$ cat src/pmra_pkg.sv
// package: constants, types and register map of the power-mode and register block
// assumes a 20 MHz core clock and an 8-bit register port from the host interface logic
package pmra_pkg;
	// timing
	localparam int CLK_PERIOD_NS = 50;
	localparam int SPIKE_NS = 10;
	localparam int RST_MIN_NS = 100;
	// longest spike that must be rejected, rounded down, at least one cycle
	localparam int SPIKE_CYC = (SPIKE_NS / CLK_PERIOD_NS) < 1 ? 1 : SPIKE_NS / CLK_PERIOD_NS;
	localparam int RST_FILT_CYC = RST_MIN_NS / CLK_PERIOD_NS;
	localparam int STARTUP_CLKS = 1024;
	localparam int WAKE_CLKS = 1024;
	// fifo
	localparam int FIFO_DEPTH = 64;
	localparam int FIFO_W = 8;
	// register addresses
	localparam int ADDR_W = 6;
	localparam logic [5:0] A_RSVD0 = 6'h00;
	localparam logic [5:0] A_CMD = 6'h01;
	localparam logic [5:0] A_COMM_EN = 6'h02;
	localparam logic [5:0] A_MISC_EN = 6'h03;
	localparam logic [5:0] A_COMM_IRQ = 6'h04;
	localparam logic [5:0] A_MISC_IRQ = 6'h05;
	localparam logic [5:0] A_ERROR = 6'h06;
	localparam logic [5:0] A_STAT1 = 6'h07;
	localparam logic [5:0] A_STAT2 = 6'h08;
	localparam logic [5:0] A_FIFO_DATA = 6'h09;
	localparam logic [5:0] A_FIFO_LVL = 6'h0a;
	localparam logic [5:0] A_WATER = 6'h0b;
	localparam logic [5:0] A_MISC_CTL = 6'h0c;
	localparam logic [5:0] A_TX_CTL = 6'h14;
	// field positions
	localparam int CMD_SLEEP_BIT = 4;
	localparam int IRQ_SET_BIT = 7;
	localparam int LVL_FLUSH_BIT = 7;
	localparam int CTL_START_BIT = 6;
	localparam int CTL_STOP_BIT = 7;
	localparam int TX_EN1_BIT = 0;
	localparam int TX_EN2_BIT = 1;
	localparam logic [3:0] CMD_IDLE = 4'h0;
	// reset values
	localparam logic [7:0] RST_IRQ_EN = 8'h00;
	localparam logic [6:0] RST_IRQ_REQ = 7'h00;
	localparam logic [5:0] RST_WATER = 6'h08;
	localparam logic [3:0] RST_STAT2_CTL = 4'h0;
	localparam logic [7:0] RST_TX_CTL = 8'h00;

	typedef struct packed {
		logic rd;
		logic wr;
		logic [5:0] addr;
		logic [7:0] wdata;
	} pmra_req_t;

	typedef struct packed {
		logic valid;
		logic [7:0] data;
	} pmra_rsp_t;

	typedef enum logic [3:0] {
		ST_START = 4'b0001,
		ST_RUN = 4'b0010,
		ST_SLEEP = 4'b0100,
		ST_WAKE = 4'b1000
	} pmra_state_t;
endpackage : pmra_pkg

$ cat src/pmra_pin_filter.sv
// reset/power-down pin synchroniser and spike filter
// assumes the pin is asynchronous to clk_i; output is a registered level
`timescale 1ns/1ns
module pmra_pin_filter #(
	parameter int FILT_CYC = pmra_pkg::RST_FILT_CYC
) (
	input wire logic clk_i,
	input wire logic reset_i,
	input wire logic pin_n_i,
	output logic hard_pd_o
);
	import pmra_pkg::*;

	if (FILT_CYC < 2 || FILT_CYC > 15 || FILT_CYC <= SPIKE_CYC) begin : g_chk
		$error("pmra_pin_filter: FILT_CYC out of range");
	end

	logic sync1_r;
	logic sync2_r;
	logic [3:0] low_cnt_r;
	logic [3:0] low_cnt_nxt;
	logic hard_pd_r;

	// saturating count of consecutive low samples
	assign low_cnt_nxt = sync2_r ? 4'h0 :
		(low_cnt_r == 4'(FILT_CYC)) ? low_cnt_r : low_cnt_r + 4'h1;

	always_ff @(posedge clk_i) begin
		if (reset_i) begin
			sync1_r <= 1'b1;
			sync2_r <= 1'b1;
			low_cnt_r <= 4'h0;
			hard_pd_r <= 1'b0;
		end else begin
			sync1_r <= pin_n_i;
			sync2_r <= sync1_r;
			low_cnt_r <= low_cnt_nxt;
			hard_pd_r <= (low_cnt_nxt == 4'(FILT_CYC));
		end
	end

	assign hard_pd_o = hard_pd_r;
endmodule : pmra_pin_filter

$ cat src/pmra_fifo_mem.sv
// single-port-write, single-port-read byte store for the host fifo
// assumes pointer logic outside; read data appear one cycle after rd_en
`timescale 1ns/1ns
module pmra_fifo_mem #(
	parameter int W = pmra_pkg::FIFO_W,
	parameter int DEPTH = pmra_pkg::FIFO_DEPTH,
	parameter int AW = $clog2(DEPTH)
) (
	input wire logic clk_i,
	input wire logic wr_en_i,
	input wire logic [AW-1:0] wr_addr_i,
	input wire logic [W-1:0] wr_data_i,
	input wire logic rd_en_i,
	input wire logic [AW-1:0] rd_addr_i,
	output logic [W-1:0] rd_data_o
);
	if (DEPTH < 2 || (1 << AW) != DEPTH) begin : g_chk
		$error("pmra_fifo_mem: DEPTH must be a power of two");
	end

	logic [W-1:0] mem_r [DEPTH];
	logic [W-1:0] rd_data_r;

	always_ff @(posedge clk_i) begin
		if (wr_en_i) begin
			mem_r[wr_addr_i] <= wr_data_i;
		end
		if (rd_en_i) begin
			rd_data_r <= mem_r[rd_addr_i];
		end
	end

	assign rd_data_o = rd_data_r;
endmodule : pmra_fifo_mem

$ cat src/pmra_top.sv
// power-mode sequencing and page-0 register file of the reader controller
// assumes host register port on clk_i (requests one cycle wide), reset pin asynchronous
`timescale 1ns/1ns
module pmra_top #(
	parameter int STARTUP_CYC = pmra_pkg::STARTUP_CLKS,
	parameter int WAKE_CYC = pmra_pkg::WAKE_CLKS,
	parameter int DEPTH = pmra_pkg::FIFO_DEPTH
) (
	input wire logic clk_i,
	input wire logic reset_i,
	input wire logic reset_soft_sleep_bit_pin_n_i,
	input wire pmra_pkg::pmra_req_t host_req_i,
	output pmra_pkg::pmra_rsp_t host_rsp_o,
	output logic host_ready_o,
	output logic osc_en_o,
	output logic osc_buf_en_o,
	output logic antenna1_drive_o,
	output logic antenna2_drive_o,
	output logic [3:0] cmd_code_o,
	output logic timer_start_o,
	output logic timer_stop_o,
	input wire logic cmd_done_i,
	input wire logic [6:0] comm_irq_event_i,
	input wire logic [6:0] misc_irq_event_i,
	input wire logic [7:0] error_flags_i,
	input wire logic [5:0] status1_i,
	input wire logic [3:0] status2_i,
	input wire logic [5:0] misc_status_i
);
	import pmra_pkg::*;

	localparam int CW = $clog2((STARTUP_CYC > WAKE_CYC ? STARTUP_CYC : WAKE_CYC) + 1);
	localparam int AW = $clog2(DEPTH);
	localparam int LW = AW + 1;

	if (STARTUP_CYC < 1 || WAKE_CYC < 1 || DEPTH < 2 || DEPTH > 127) begin : g_chk
		$error("pmra_top: parameter out of range");
	end

	// address match used by both the write and the read path
	function automatic logic hit(input logic [5:0] a, input logic [5:0] ref_a);
		hit = (a == ref_a);
	endfunction : hit

	// pin filter and core reset
	logic hard_pd;
	logic core_rst;

	pmra_pin_filter #(
		.FILT_CYC(RST_FILT_CYC)
	) u_pin_filter (
		.clk_i(clk_i),
		.reset_i(reset_i),
		.pin_n_i(reset_soft_sleep_bit_pin_n_i),
		.hard_pd_o(hard_pd)
	);

	// hard power-down acts as a reset of all core state
	assign core_rst = reset_i | hard_pd;

	// sequencing state
	pmra_state_t state_r;
	pmra_state_t state_nxt;
	logic [CW-1:0] cnt_r;
	logic [CW-1:0] cnt_nxt;
	logic osc_en_r;
	logic osc_buf_en_r;
	logic ready_r;

	// request qualification: nothing is taken while isolated or starting
	logic acc_ok;
	logic do_wr;
	logic do_rd;
	logic [5:0] a;
	logic [7:0] wd;

	assign acc_ok = ~hard_pd & ready_r;
	assign do_wr = acc_ok & host_req_i.wr;
	assign do_rd = acc_ok & host_req_i.rd & ~host_req_i.wr;
	assign a = host_req_i.addr;
	assign wd = host_req_i.wdata;

	logic wr_cmd;
	logic wr_comm_en;
	logic wr_misc_en;
	logic wr_comm_irq;
	logic wr_misc_irq;
	logic wr_stat2;
	logic wr_fifo;
	logic wr_lvl;
	logic wr_water;
	logic wr_ctl;
	logic wr_tx;
	logic rd_fifo;

	assign wr_cmd = do_wr & hit(a, A_CMD);
	assign wr_comm_en = do_wr & hit(a, A_COMM_EN);
	assign wr_misc_en = do_wr & hit(a, A_MISC_EN);
	assign wr_comm_irq = do_wr & hit(a, A_COMM_IRQ);
	assign wr_misc_irq = do_wr & hit(a, A_MISC_IRQ);
	assign wr_stat2 = do_wr & hit(a, A_STAT2);
	assign wr_fifo = do_wr & hit(a, A_FIFO_DATA);
	assign wr_lvl = do_wr & hit(a, A_FIFO_LVL);
	assign wr_water = do_wr & hit(a, A_WATER);
	assign wr_ctl = do_wr & hit(a, A_MISC_CTL);
	assign wr_tx = do_wr & hit(a, A_TX_CTL);
	assign rd_fifo = do_rd & hit(a, A_FIFO_DATA);

	// sleep bit write decode
	logic sleep_set;
	logic sleep_clr;
	logic in_sleep;
	logic cnt_done;

	assign sleep_set = wr_cmd & wd[CMD_SLEEP_BIT];
	assign sleep_clr = wr_cmd & ~wd[CMD_SLEEP_BIT];
	assign in_sleep = (state_r == ST_SLEEP) | (state_r == ST_WAKE);
	assign cnt_done = (state_r == ST_START) ? (cnt_r == CW'(STARTUP_CYC - 1)) :
		(cnt_r == CW'(WAKE_CYC - 1));

	always_comb begin
		state_nxt = state_r;
		cnt_nxt = cnt_r;
		case (state_r)
			ST_START: begin
				cnt_nxt = cnt_r + CW'(1);
				if (cnt_done) begin
					state_nxt = ST_RUN;
					cnt_nxt = '0;
				end
			end
			ST_RUN: begin
				if (sleep_set) begin
					state_nxt = ST_SLEEP;
				end
			end
			ST_SLEEP: begin
				cnt_nxt = '0;
				if (sleep_clr) begin
					state_nxt = ST_WAKE;
				end
			end
			ST_WAKE: begin
				if (sleep_set) begin
					state_nxt = ST_SLEEP;
					cnt_nxt = '0;
				end else if (osc_buf_en_r) begin
					cnt_nxt = cnt_r + CW'(1);
					if (cnt_done) begin
						state_nxt = ST_RUN;
						cnt_nxt = '0;
					end
				end
			end
			default: begin
				state_nxt = ST_START;
				cnt_nxt = '0;
			end
		endcase
	end

	always_ff @(posedge clk_i) begin
		if (core_rst) begin
			state_r <= ST_START;
			cnt_r <= '0;
			ready_r <= 1'b0;
			osc_buf_en_r <= 1'b0;
		end else begin
			state_r <= state_nxt;
			cnt_r <= cnt_nxt;
			ready_r <= (state_nxt != ST_START);
			osc_buf_en_r <= (state_nxt != ST_SLEEP);
		end
	end

	// oscillator stays off for as long as the pin holds the part down
	always_ff @(posedge clk_i) begin
		if (core_rst) begin
			osc_en_r <= 1'b0;
		end else begin
			osc_en_r <= 1'b1;
		end
	end

	// control registers, only the host changes them, except cmd_r, which completion returns to idle
	logic [7:0] comm_en_r;
	logic [7:0] misc_en_r;
	logic [5:0] water_r;
	logic [3:0] stat2_ctl_r;
	logic [7:0] tx_ctl_r;
	logic [3:0] cmd_r;

	always_ff @(posedge clk_i) begin
		if (core_rst) begin
			comm_en_r <= RST_IRQ_EN;
			misc_en_r <= RST_IRQ_EN;
			water_r <= RST_WATER;
			stat2_ctl_r <= RST_STAT2_CTL;
			tx_ctl_r <= RST_TX_CTL;
		end else begin
			if (wr_comm_en) begin
				comm_en_r <= wd;
			end
			if (wr_misc_en) begin
				misc_en_r <= wd;
			end
			if (wr_water) begin
				water_r <= wd[5:0];
			end
			if (wr_stat2) begin
				stat2_ctl_r <= wd[7:4];
			end
			if (wr_tx) begin
				tx_ctl_r <= wd;
			end
		end
	end

	// command field: host writes, completion returns it to idle
	always_ff @(posedge clk_i) begin
		if (core_rst) begin
			cmd_r <= CMD_IDLE;
		end else if (wr_cmd) begin
			cmd_r <= wd[3:0];
		end else if (cmd_done_i) begin
			cmd_r <= CMD_IDLE;
		end
	end

	// interrupt request bits: bit 7 of a write selects set or clear, events win
	logic [6:0] comm_irq_r;
	logic [6:0] misc_irq_r;
	logic [6:0] comm_irq_nxt;
	logic [6:0] misc_irq_nxt;

	for (genvar i = 0; i < 7; i++) begin : g_irq
		assign comm_irq_nxt[i] = comm_irq_event_i[i] |
			(wr_comm_irq ? (wd[IRQ_SET_BIT] ? (comm_irq_r[i] | wd[i]) :
			(comm_irq_r[i] & ~wd[i])) : comm_irq_r[i]);
		assign misc_irq_nxt[i] = misc_irq_event_i[i] |
			(wr_misc_irq ? (wd[IRQ_SET_BIT] ? (misc_irq_r[i] | wd[i]) :
			(misc_irq_r[i] & ~wd[i])) : misc_irq_r[i]);
	end

	always_ff @(posedge clk_i) begin
		if (core_rst) begin
			comm_irq_r <= RST_IRQ_REQ;
			misc_irq_r <= RST_IRQ_REQ;
		end else begin
			comm_irq_r <= comm_irq_nxt;
			misc_irq_r <= misc_irq_nxt;
		end
	end

	// fifo pointers and level; sleep leaves them untouched
	logic [AW-1:0] wr_ptr_r;
	logic [AW-1:0] rd_ptr_r;
	logic [LW-1:0] level_r;
	logic flush;
	logic push;
	logic pop;
	logic [7:0] fifo_rdata;

	assign flush = wr_lvl & wd[LVL_FLUSH_BIT];
	assign push = wr_fifo & (level_r != LW'(DEPTH));
	assign pop = rd_fifo & (level_r != '0);

	always_ff @(posedge clk_i) begin
		if (core_rst || flush) begin
			wr_ptr_r <= '0;
			rd_ptr_r <= '0;
			level_r <= '0;
		end else begin
			if (push) begin
				wr_ptr_r <= wr_ptr_r + AW'(1);
			end
			if (pop) begin
				rd_ptr_r <= rd_ptr_r + AW'(1);
			end
			if (push && !pop) begin
				level_r <= level_r + LW'(1);
			end else if (pop && !push) begin
				level_r <= level_r - LW'(1);
			end
		end
	end

	pmra_fifo_mem #(
		.W(FIFO_W),
		.DEPTH(DEPTH),
		.AW(AW)
	) u_fifo_mem (
		.clk_i(clk_i),
		.wr_en_i(push),
		.wr_addr_i(wr_ptr_r),
		.wr_data_i(wd),
		.rd_en_i(pop),
		.rd_addr_i(rd_ptr_r),
		.rd_data_o(fifo_rdata)
	);

	// fill alerts against the threshold
	logic hi_alert;
	logic lo_alert;

	assign hi_alert = ((LW'(DEPTH) - level_r) <= LW'(water_r));
	assign lo_alert = (level_r <= LW'(water_r));

	// read pipeline: address held one cycle so fifo data can arrive
	logic rd_pend_r;
	logic [5:0] rd_addr_r;
	logic [7:0] rd_mux;

	always_ff @(posedge clk_i) begin
		if (core_rst) begin
			rd_pend_r <= 1'b0;
			rd_addr_r <= A_RSVD0;
		end else begin
			rd_pend_r <= do_rd;
			rd_addr_r <= a;
		end
	end

	// write-only and reserved bits read as zero, read-only bits from state
	always_comb begin
		case (rd_addr_r)
			A_CMD: rd_mux = {3'b000, in_sleep, cmd_r};
			A_COMM_EN: rd_mux = comm_en_r;
			A_MISC_EN: rd_mux = misc_en_r;
			A_COMM_IRQ: rd_mux = {1'b0, comm_irq_r};
			A_MISC_IRQ: rd_mux = {1'b0, misc_irq_r};
			A_ERROR: rd_mux = error_flags_i;
			A_STAT1: rd_mux = {status1_i, hi_alert, lo_alert};
			A_STAT2: rd_mux = {stat2_ctl_r, status2_i};
			A_FIFO_DATA: rd_mux = fifo_rdata;
			A_FIFO_LVL: rd_mux = {{(8 - LW){1'b0}}, level_r};
			A_WATER: rd_mux = {2'b00, water_r};
			A_MISC_CTL: rd_mux = {2'b00, misc_status_i};
			A_TX_CTL: rd_mux = tx_ctl_r;
			default: rd_mux = 8'h00;
		endcase
	end

	// host response, ready and antenna outputs hold their level while the part is held down
	pmra_rsp_t rsp_r;
	logic host_ready_r;
	logic ant1_r;
	logic ant2_r;
	logic rf_on;

	// field only with both drivers enabled and the core awake
	assign rf_on = tx_ctl_r[TX_EN1_BIT] & tx_ctl_r[TX_EN2_BIT] & ~in_sleep;

	always_ff @(posedge clk_i) begin
		if (reset_i) begin
			rsp_r <= '0;
			host_ready_r <= 1'b0;
			ant1_r <= 1'b0;
			ant2_r <= 1'b0;
		end else if (!hard_pd) begin
			rsp_r.valid <= rd_pend_r;
			rsp_r.data <= rd_pend_r ? rd_mux : rsp_r.data;
			host_ready_r <= ready_r;
			ant1_r <= rf_on;
			ant2_r <= rf_on;
		end
	end

	// timer strobes from write-only control bits
	logic tstart_r;
	logic tstop_r;

	always_ff @(posedge clk_i) begin
		if (core_rst) begin
			tstart_r <= 1'b0;
			tstop_r <= 1'b0;
		end else begin
			tstart_r <= wr_ctl & wd[CTL_START_BIT];
			tstop_r <= wr_ctl & wd[CTL_STOP_BIT];
		end
	end

	logic [3:0] cmd_out_r;

	always_ff @(posedge clk_i) begin
		if (core_rst) begin
			cmd_out_r <= CMD_IDLE;
		end else begin
			cmd_out_r <= cmd_r;
		end
	end

	assign host_rsp_o = rsp_r;
	assign host_ready_o = host_ready_r;
	assign osc_en_o = osc_en_r;
	assign osc_buf_en_o = osc_buf_en_r;
	assign antenna1_drive_o = ant1_r;
	assign antenna2_drive_o = ant2_r;
	assign cmd_code_o = cmd_out_r;
	assign timer_start_o = tstart_r;
	assign timer_stop_o = tstop_r;
endmodule : pmra_top

$ cat config.mk
export PLATFORM = sky130hd
export DESIGN_NAME = pmra_top
export DESIGN_NICKNAME = d
export VERILOG_FILES = /design/src/pmra_pkg.sv /design/src/pmra_pin_filter.sv /design/src/pmra_fifo_mem.sv /design/src/pmra_top.sv
export SDC_FILE = /design/constraint.sdc
export NUM_CORES = 1
export LEC_CHECK = 0
export CAP_MARGIN = 20
export CORE_MARGIN = 2
export CORE_UTILIZATION = 60
export DETAILED_ROUTE_END_ITERATION = 8
export DONT_BUFFER_PORTS = 1
export GPL_TIMING_DRIVEN = 0
export PLACE_DENSITY = 0.75
export REMOVE_ABC_BUFFERS = 1
export SETUP_SLACK_MARGIN = 0.02
export SLEW_MARGIN = 20
export SYNTH_ARGS = -nofsm -noshare
export SYNTH_HDL_FRONTEND = slang
export SYNTH_SLANG_ARGS = --single-unit
$ cat constraint.sdc
create_clock -name clk_i -period 7.9 [get_ports clk_i]
set_input_delay 1.185 -clock clk_i [delete_from_list [all_inputs] [get_ports clk_i]]
set_output_delay 1.185 -clock clk_i [all_outputs]
set_load 0.005 [all_outputs]
# Yosys cells after proc, flatten, opt, wreduce, memory -nomap -nowiden

Memory sizes are Yosys's and may differ from the RTL's. A register that Yosys moved wholly into a read port is not among the register bits.
Cells that the tools add are included.

Bits in writable memories: 512
Memories: 1
Register bits after elaboration: 120
Output and inout bits: 20
Word-level logic and storage cells: 212
Input bits: 58

Memories:

| name             | depth | bits a word | rd ports | clocked after Yosys merged registers in | write ports | RTL line            | source |
|---|---|---|---|---|---|---|---|
| u_fifo_mem.mem_r | 64    | 8           | 1        | 1                                       | 1           | pmra_fifo_mem.sv:21 | `logic [W-1:0] mem_r [DEPTH];` |

Order comparisons: 2
Equal/unequal tests: 35
Reductions and logical operators: 10
$add $sub $neg: 7
Bitwise logic cells: 80
Muxes and demuxes: 48

Operator list:

| cell                    | number |
|---|---|
| $pmux W8 S13            | 1 |
| $eq A6 B4 Y1 const B    | 10 |
| $and A1 B1 Y1           | 39 |
| $eq A6 B3 Y1 const B    | 6 |
| $mux W4                 | 9 |
| $mux W11                | 3 |
| $pmux W11 S3            | 1 |
| $mux W1                 | 31 |
| $or A1 B1 Y1            | 30 |
| $eq A6 B2 Y1 const B    | 4 |
| $pmux W4 S4             | 1 |
| $le A7 B6 Y1            | 2 |
| $mux W7                 | 2 |
| $add A6 B1 Y6 const B   | 2 |
| $eq A4 B2 Y1 const B    | 3 |
| $eq A6 B1 Y1 const B    | 2 |
| $eq A6 B5 Y1 const B    | 2 |
| $add A11 B1 Y11 const B | 1 |
| $eq A11 B10 Y1 const B  | 1 |
| $not A1 Y1              | 11 |
| $add A7 B1 Y7 const B   | 1 |
| $ne A7 B7 Y1 const B    | 1 |
| $reduce_bool A7 Y1      | 1 |
| $sub A7 B1 Y7 const B   | 1 |
| 13 further kinds        | 17 |

# Longest topological paths before layout

Word-level depth: 9
Mapped depth: 15

# Hierarchy

From an unflattened synthesis, not the netlist that was laid out.

Cell total of the unflattened synthesis: 1657
Area total of the unflattened synthesis: 26588.0 um2

By module, submodules not included:

| module          | area an instance (um2) | instances | cells an instance | seq. area each (um2) |
|---|---|---|---|---|
| pmra_fifo_mem   | 20246.9                | 1         | 940               | 15615.0 |
| pmra_top        | 6018.3                 | 1         | 689               | 2262.2 |
| pmra_pin_filter | 322.8                  | 1         | 28                | 140.1 |

# Worst setup path before layout

No wires, ideal clock.

Kind: in2reg
Start point: input host_req_i[8] in the netlist's numbering
End point: register level_r[5]
Buffers on the path: 2
Stages on the path: 14
Path slack: 2.989 ns
Arrival time: 4.780 ns
Data required time: 7.768 ns
Setup time: 0.132 ns
Cell sequence: buf_2 or4b_1 buf_2 nor4_1 inv_1 ha_1 inv_1 ha_1 a21o_1 a21oi_1 o21bai_1 a21oi_1 mux2i_1 o21ai_0

Longest elaborated chain between the ends: 6
Elaborated cells on any way between the ends: 15
Classes of those cells: eq/ne: 2; mux: 1; bitwise: 6; reduce/logical: 6

Ends and longest elaborated chain:

| item                                          | RTL line        | source |
|---|---|---|
| start, declared                               | pmra_top.sv:12  | `input wire pmra_pkg::pmra_req_t host_req_i,` |
| $eq A6 B4 Y1 (*)                              | pmra_top.sv:42  | `hit = (a == ref_a);` |
| $and A1 B1 Y1 (*)                             | pmra_top.sv:107 | `assign rd_fifo = do_rd & hit(a, A_FIFO_DATA);` |
| $and A1 B1 Y1 (*)                             | pmra_top.sv:266 | `assign pop = rd_fifo & (level_r != '0);` |
| via pop                                       | pmra_top.sv:261 | `logic pop;` |
| $logic_not A1 Y1                              | pmra_top.sv:280 | `if (push && !pop) begin` |
| $logic_and A1 B1 Y1                           | pmra_top.sv:280 |  |
| $mux W7 or $reduce_bool A2 Y1 (tied branches) | --              |  |
| end signal, assigned                          | pmra_top.sv:281 | `level_r <= level_r + LW'(1);` |
| end signal, assigned                          | pmra_top.sv:283 | `level_r <= level_r - LW'(1);` |
| end, declared                                 | pmra_top.sv:258 | `logic [LW-1:0] level_r;` |

Mark *: on every way through the listed nets, which the timed path passes. The rest lies on a longest branch.
A chain may end at the register's enable or synchronous reset.

# Worst setup path after layout

Start point: input host_req_i[9] in the netlist's numbering
End point: memory u_fifo_mem.mem_r[53][5] in the netlist's numbering, enable pin

Longest elaborated chain between the ends: 5

Ends and longest elaborated chain:

| item                          | RTL line            | source |
|---|---|---|
| $eq A6 B4 Y1                  | pmra_top.sv:42      |  |
| $and A1 B1 Y1                 | pmra_top.sv:102     | `assign wr_fifo = do_wr & hit(a, A_FIFO_DATA);` |
| $and A1 B1 Y1                 | pmra_top.sv:265     | `assign push = wr_fifo & (level_r != LW'(DEPTH));` |
| via push                      | pmra_top.sv:260     | `logic push;` |
| $mux W1                       | pmra_fifo_mem.sv:25 | `if (wr_en_i) begin` |
| $mux W1 (not written as such) | pmra_fifo_mem.sv:26 | `mem_r[wr_addr_i] <= wr_data_i;` |
| end, declared                 | pmra_fifo_mem.sv:21 |  |

The timed path passes the listed nets, and every way through them passes these cells.

==> impl_metrics.env <==
export IMPL_ctsResizeCount=0
export IMPL_antenna_found_initial=0
export IMPL_synth_edff_count=520
export IMPL_via_per_inst=6.52
export IMPL_r2r_setup_slack_ps=3630
export IMPL_drive_gt1_frac=0.156
export IMPL_die_area_um2=45300
export IMPL_stdcell_area_um2=28900
export IMPL_wl_per_cell_um=26.3
export IMPL_routed_wl_um=59000
export IMPL_vdd_drop_max_v=0.000143
export IMPL_htreeDepth=3
export IMPL_core_um2=43100
export IMPL_regToRegStartpoint="level_r[0]"
export IMPL_numPortBuffers=0
export IMPL_path_cells="or4b_1 -> a2111oi_4 -> nand4b_1 -> nor2_1"
export IMPL_holdBufCountCts=0
export IMPL_yosys_warnings=0
export IMPL_worstPathRequired_ps=8090
export IMPL_min_path_cells=1
export IMPL_gr_total_overflow=0
export IMPL_syn_area_um2=26200
export IMPL_clock_fmax_mhz=222
export IMPL_power_density_nw_per_um2=232
export IMPL_synth_simple_area_share=0.0727
export IMPL_dpl_instance_area_um2=26800
export IMPL_critPathSlowestCell="nor2_1"
export IMPL_pre_cts_slack_ps=2900
export IMPL_hpwlAfterDp_um=35200
export IMPL_grt_max_degree=85
export IMPL_max_cap_violations=0
export IMPL_synth_main_ff_cell="edfxtp_1"
export IMPL_cts_made_buffers=66
export IMPL_timing_final_crit_share=0.569
export IMPL_fin_nets=1697
export IMPL_endpoint="u_fifo_mem.mem_r[53][5]"
export IMPL_finalHoldViolations=0
export IMPL_clk_latency_ps=580
export IMPL_cp_top_family="simple AND/OR/NAND/NOR gates"
export IMPL_post_cts_setup_buffers=0
export IMPL_drtAntennaViolNets=0
export IMPL_synth_fa_ha_area_frac=0.0118
export IMPL_clock_path_buffers=3
export IMPL_drt_pass1_iterations=8
export IMPL_tns_ps=0
export IMPL_r2r_end="u_fifo_mem.mem_r[53][5]"
export IMPL_outcome="finished, final reports clean"
export IMPL_nFillCells=2840
export IMPL_clock_skew_ps=21.1
export IMPL_slowest_delay_ps=1040
export IMPL_synth_xor_area_frac=0.00970
export IMPL_post_route_util=0.670
export IMPL_first_global_vias=14537
export IMPL_cp_max_fo=10
export IMPL_via_count=14658
export IMPL_holdWs_ps=421
export IMPL_dp_cells=2132
export IMPL_synth_seq_cells=640
export IMPL_crit_cells=4
export IMPL_slew_headroom=0.226
export IMPL_synthMuxAreaShare=0.143
export IMPL_synth_cell_types=71
export IMPL_cts_tree="yes"
export IMPL_ys_async_sr_fraction=0
export IMPL_fin_total_pwr_mw=6.71
export IMPL_avgSynthCellArea_um2=16.0
export IMPL_ys_seq_area_frac=0.688
export IMPL_root_buffer="clkbuf_16"
export IMPL_syn2layout_area_growth_pct=10.2
export IMPL_drt_iter0_drc=1854
export IMPL_cp_start_kind="input port"
export IMPL_grt_pass1_wl_um=89100
export IMPL_routabilityCongestion=0.880
export IMPL_row_count=76
export IMPL_startpoint="host_req_i[9]"
export IMPL_crit_buf_inv=0
export IMPL_cts_sinks=640
export IMPL_fp_dieW_um=213
export IMPL_io_pins=78
export IMPL_worst_slew_pin_transition_ps=1130
export IMPL_final_cells=2249
export IMPL_rsz0062_at_grt="false"
export IMPL_period_needed_ps=4500
export IMPL_setup_viol=0
export IMPL_synth_compound_area_frac=0.0570
export IMPL_rr_worst_depth=7
export IMPL_setup_ws_ps=3400
export IMPL_diodes=0
export IMPL_start_util=0.608
export IMPL_end_kind="flop"
export IMPL_die_height_um=213
export IMPL_syn_inst=1636
export IMPL_drv_slew=0
export IMPL_track_usage=0.267
export IMPL_synth_top_family_by_area="multiplexers"
export IMPL_setup_worst_path_class="input port to flop"
export IMPL_clkTransAtPathRegs_ps=60
export IMPL_route_detailed_drc=0
export IMPL_worst_endpoint_arrival_ps=4680
export IMPL_p_leak_nw=8.99
export IMPL_hp_class="flop to flop"
-- area by class of cell --
| cell class | count | area (um^2) | share of cell area |
|---|---|---|---|
| flip-flops and latches | 640 | 18000 | 0.625 |
| clock buffers | 85 | 1800 | 0.0622 |
| well taps | 585 | 732 | 0.0254 |
| multi-input cells | 879 | 7720 | 0.267 |
| clock inverters | 32 | 293 | 0.0101 |
| repair buffers | 11 | 225 | 0.00781 |
| inverters | 17 | 63.8 | 0.00221 |
-- routing by layer --
metal / part of all wire / GRT usage
met3: 0.086 / 0.0475
met2: 0.48 / 0.429
met4: 0.034 / 0.0981
met5: 0 / 0
met1: 0.40 / 0.371
-- synth_stat cells, types with 9 or more instances --
master	instances	area, um^2
a21boi_0	15	113
a21oi_1	44	220
a22o_1	11	96.3
a22oi_1	14	105
a311oi_1	14	123
and2_1	15	93.8
buf_1	15	56.3
buf_2	18	90.1
clkbuf_1	64	240
dfxtp_1	120	2400
edfxtp_1	520	15600
ha_1	23	288
inv_1	17	63.8
mux2_2	14	158
mux2i_1	87	871
mux4_2	120	2700
nand2_1	54	203
nand3_1	27	135
nand3b_1	12	90.1
nand4_1	9	56.3
nor2_1	180	676
nor2b_1	9	56.3
nor3_1	29	145
nor4_1	12	75.1
o21ai_0	22	110
o22ai_1	22	138
xnor2_1	15	131
xor2_1	14	123
-- worst min-delay path by stage --
stage                           end                 start  slack [ps]
2_1_floorplan  u_pin_filter.sync2_r  u_pin_filter.sync1_r         390
3_3_place_gp   u_pin_filter.sync2_r  u_pin_filter.sync1_r         400
3_5_place_dp   u_pin_filter.sync2_r  u_pin_filter.sync1_r         400
4_1_cts        u_pin_filter.sync2_r  u_pin_filter.sync1_r         420
5_1_grt        u_pin_filter.sync2_r  u_pin_filter.sync1_r         430
6_report       u_pin_filter.sync2_r  u_pin_filter.sync1_r         420
-- power by group --
group | switching, mW | total, mW | leakage [nW] | internal [mW]
clock network | 1.23 | 3.00 | 1.02 | 1.77
logic | 0.0276 | 0.0463 | 2.32 | 0.0186
registers | 0.0124 | 3.66 | 5.65 | 3.65
-- cell usage in the layout, fill, tap and decap left out, drive strengths merged, types with 5 or more instances in the layout --
cell type and instances:
a211oi 8, nand3 27, edfxtp 520, a211o 8, nand2b 8, mux4 120
o21ai 23, o211ai 5, a311oi 14, or3 6, nand3b 12, nor3b 7
nand2 54, clkbuf 85, nor2 180, nand4 9, mux2i 87, xor2 14
or2 7, dfxtp 120, a22o 11, nor3 29, inv 19, a21oi 44
bufinv 5, a221oi 5, nor4 12, a22oi 14, mux2 14, a2111oi 8
a21boi 15, and2 15, clkinv 24, o22ai 22, buf 11, ha 23
xnor2 15, nor2b 9
-- worst register-to-register path, stage by stage, from the launching register on --
cell and delay, ps:
dfxtp_1 480, inv_1 130, ha_1 240, or3b_2 260, nor3_1 90, a2111oi_4 820, nand4b_1 820, nor2_1 1050
-- registers in the layout, indices dropped and copies added, names as in the netlist, 4 cells and up --
register,count
rd_ptr_r,6
comm_irq_r,7
cmd_code_o,4
tx_ctl_r,8
wr_ptr_r,6
cnt_r,11
host_rsp_o,9
u_fifo_mem.rd_data_o,8
misc_en_r,8
water_r,6
stat2_ctl_r,4
u_pin_filter.low_cnt_r,4
comm_en_r,8
misc_irq_r,7
rd_addr_r,6
level_r,7
u_fifo_mem.mem_r,512
cmd_r,4
state_r,4
-- cell families (layout without fill, tap and decap cells) --
| group | after synthesis | count (layout) |
|---|---|---|
| and+or+nand+nor | 396 | 396 |
| DFF | 640 | 640 |
| muxes | 221 | 221 |
| buffers and inverters | 117 | 145 |
| xor gates and xnor gates | 29 | 29 |
| adders and majority gates | 24 | 24 |
| AOI/OAI and AO/OA | 209 | 209 |
(Power assumes the default switching activity.)
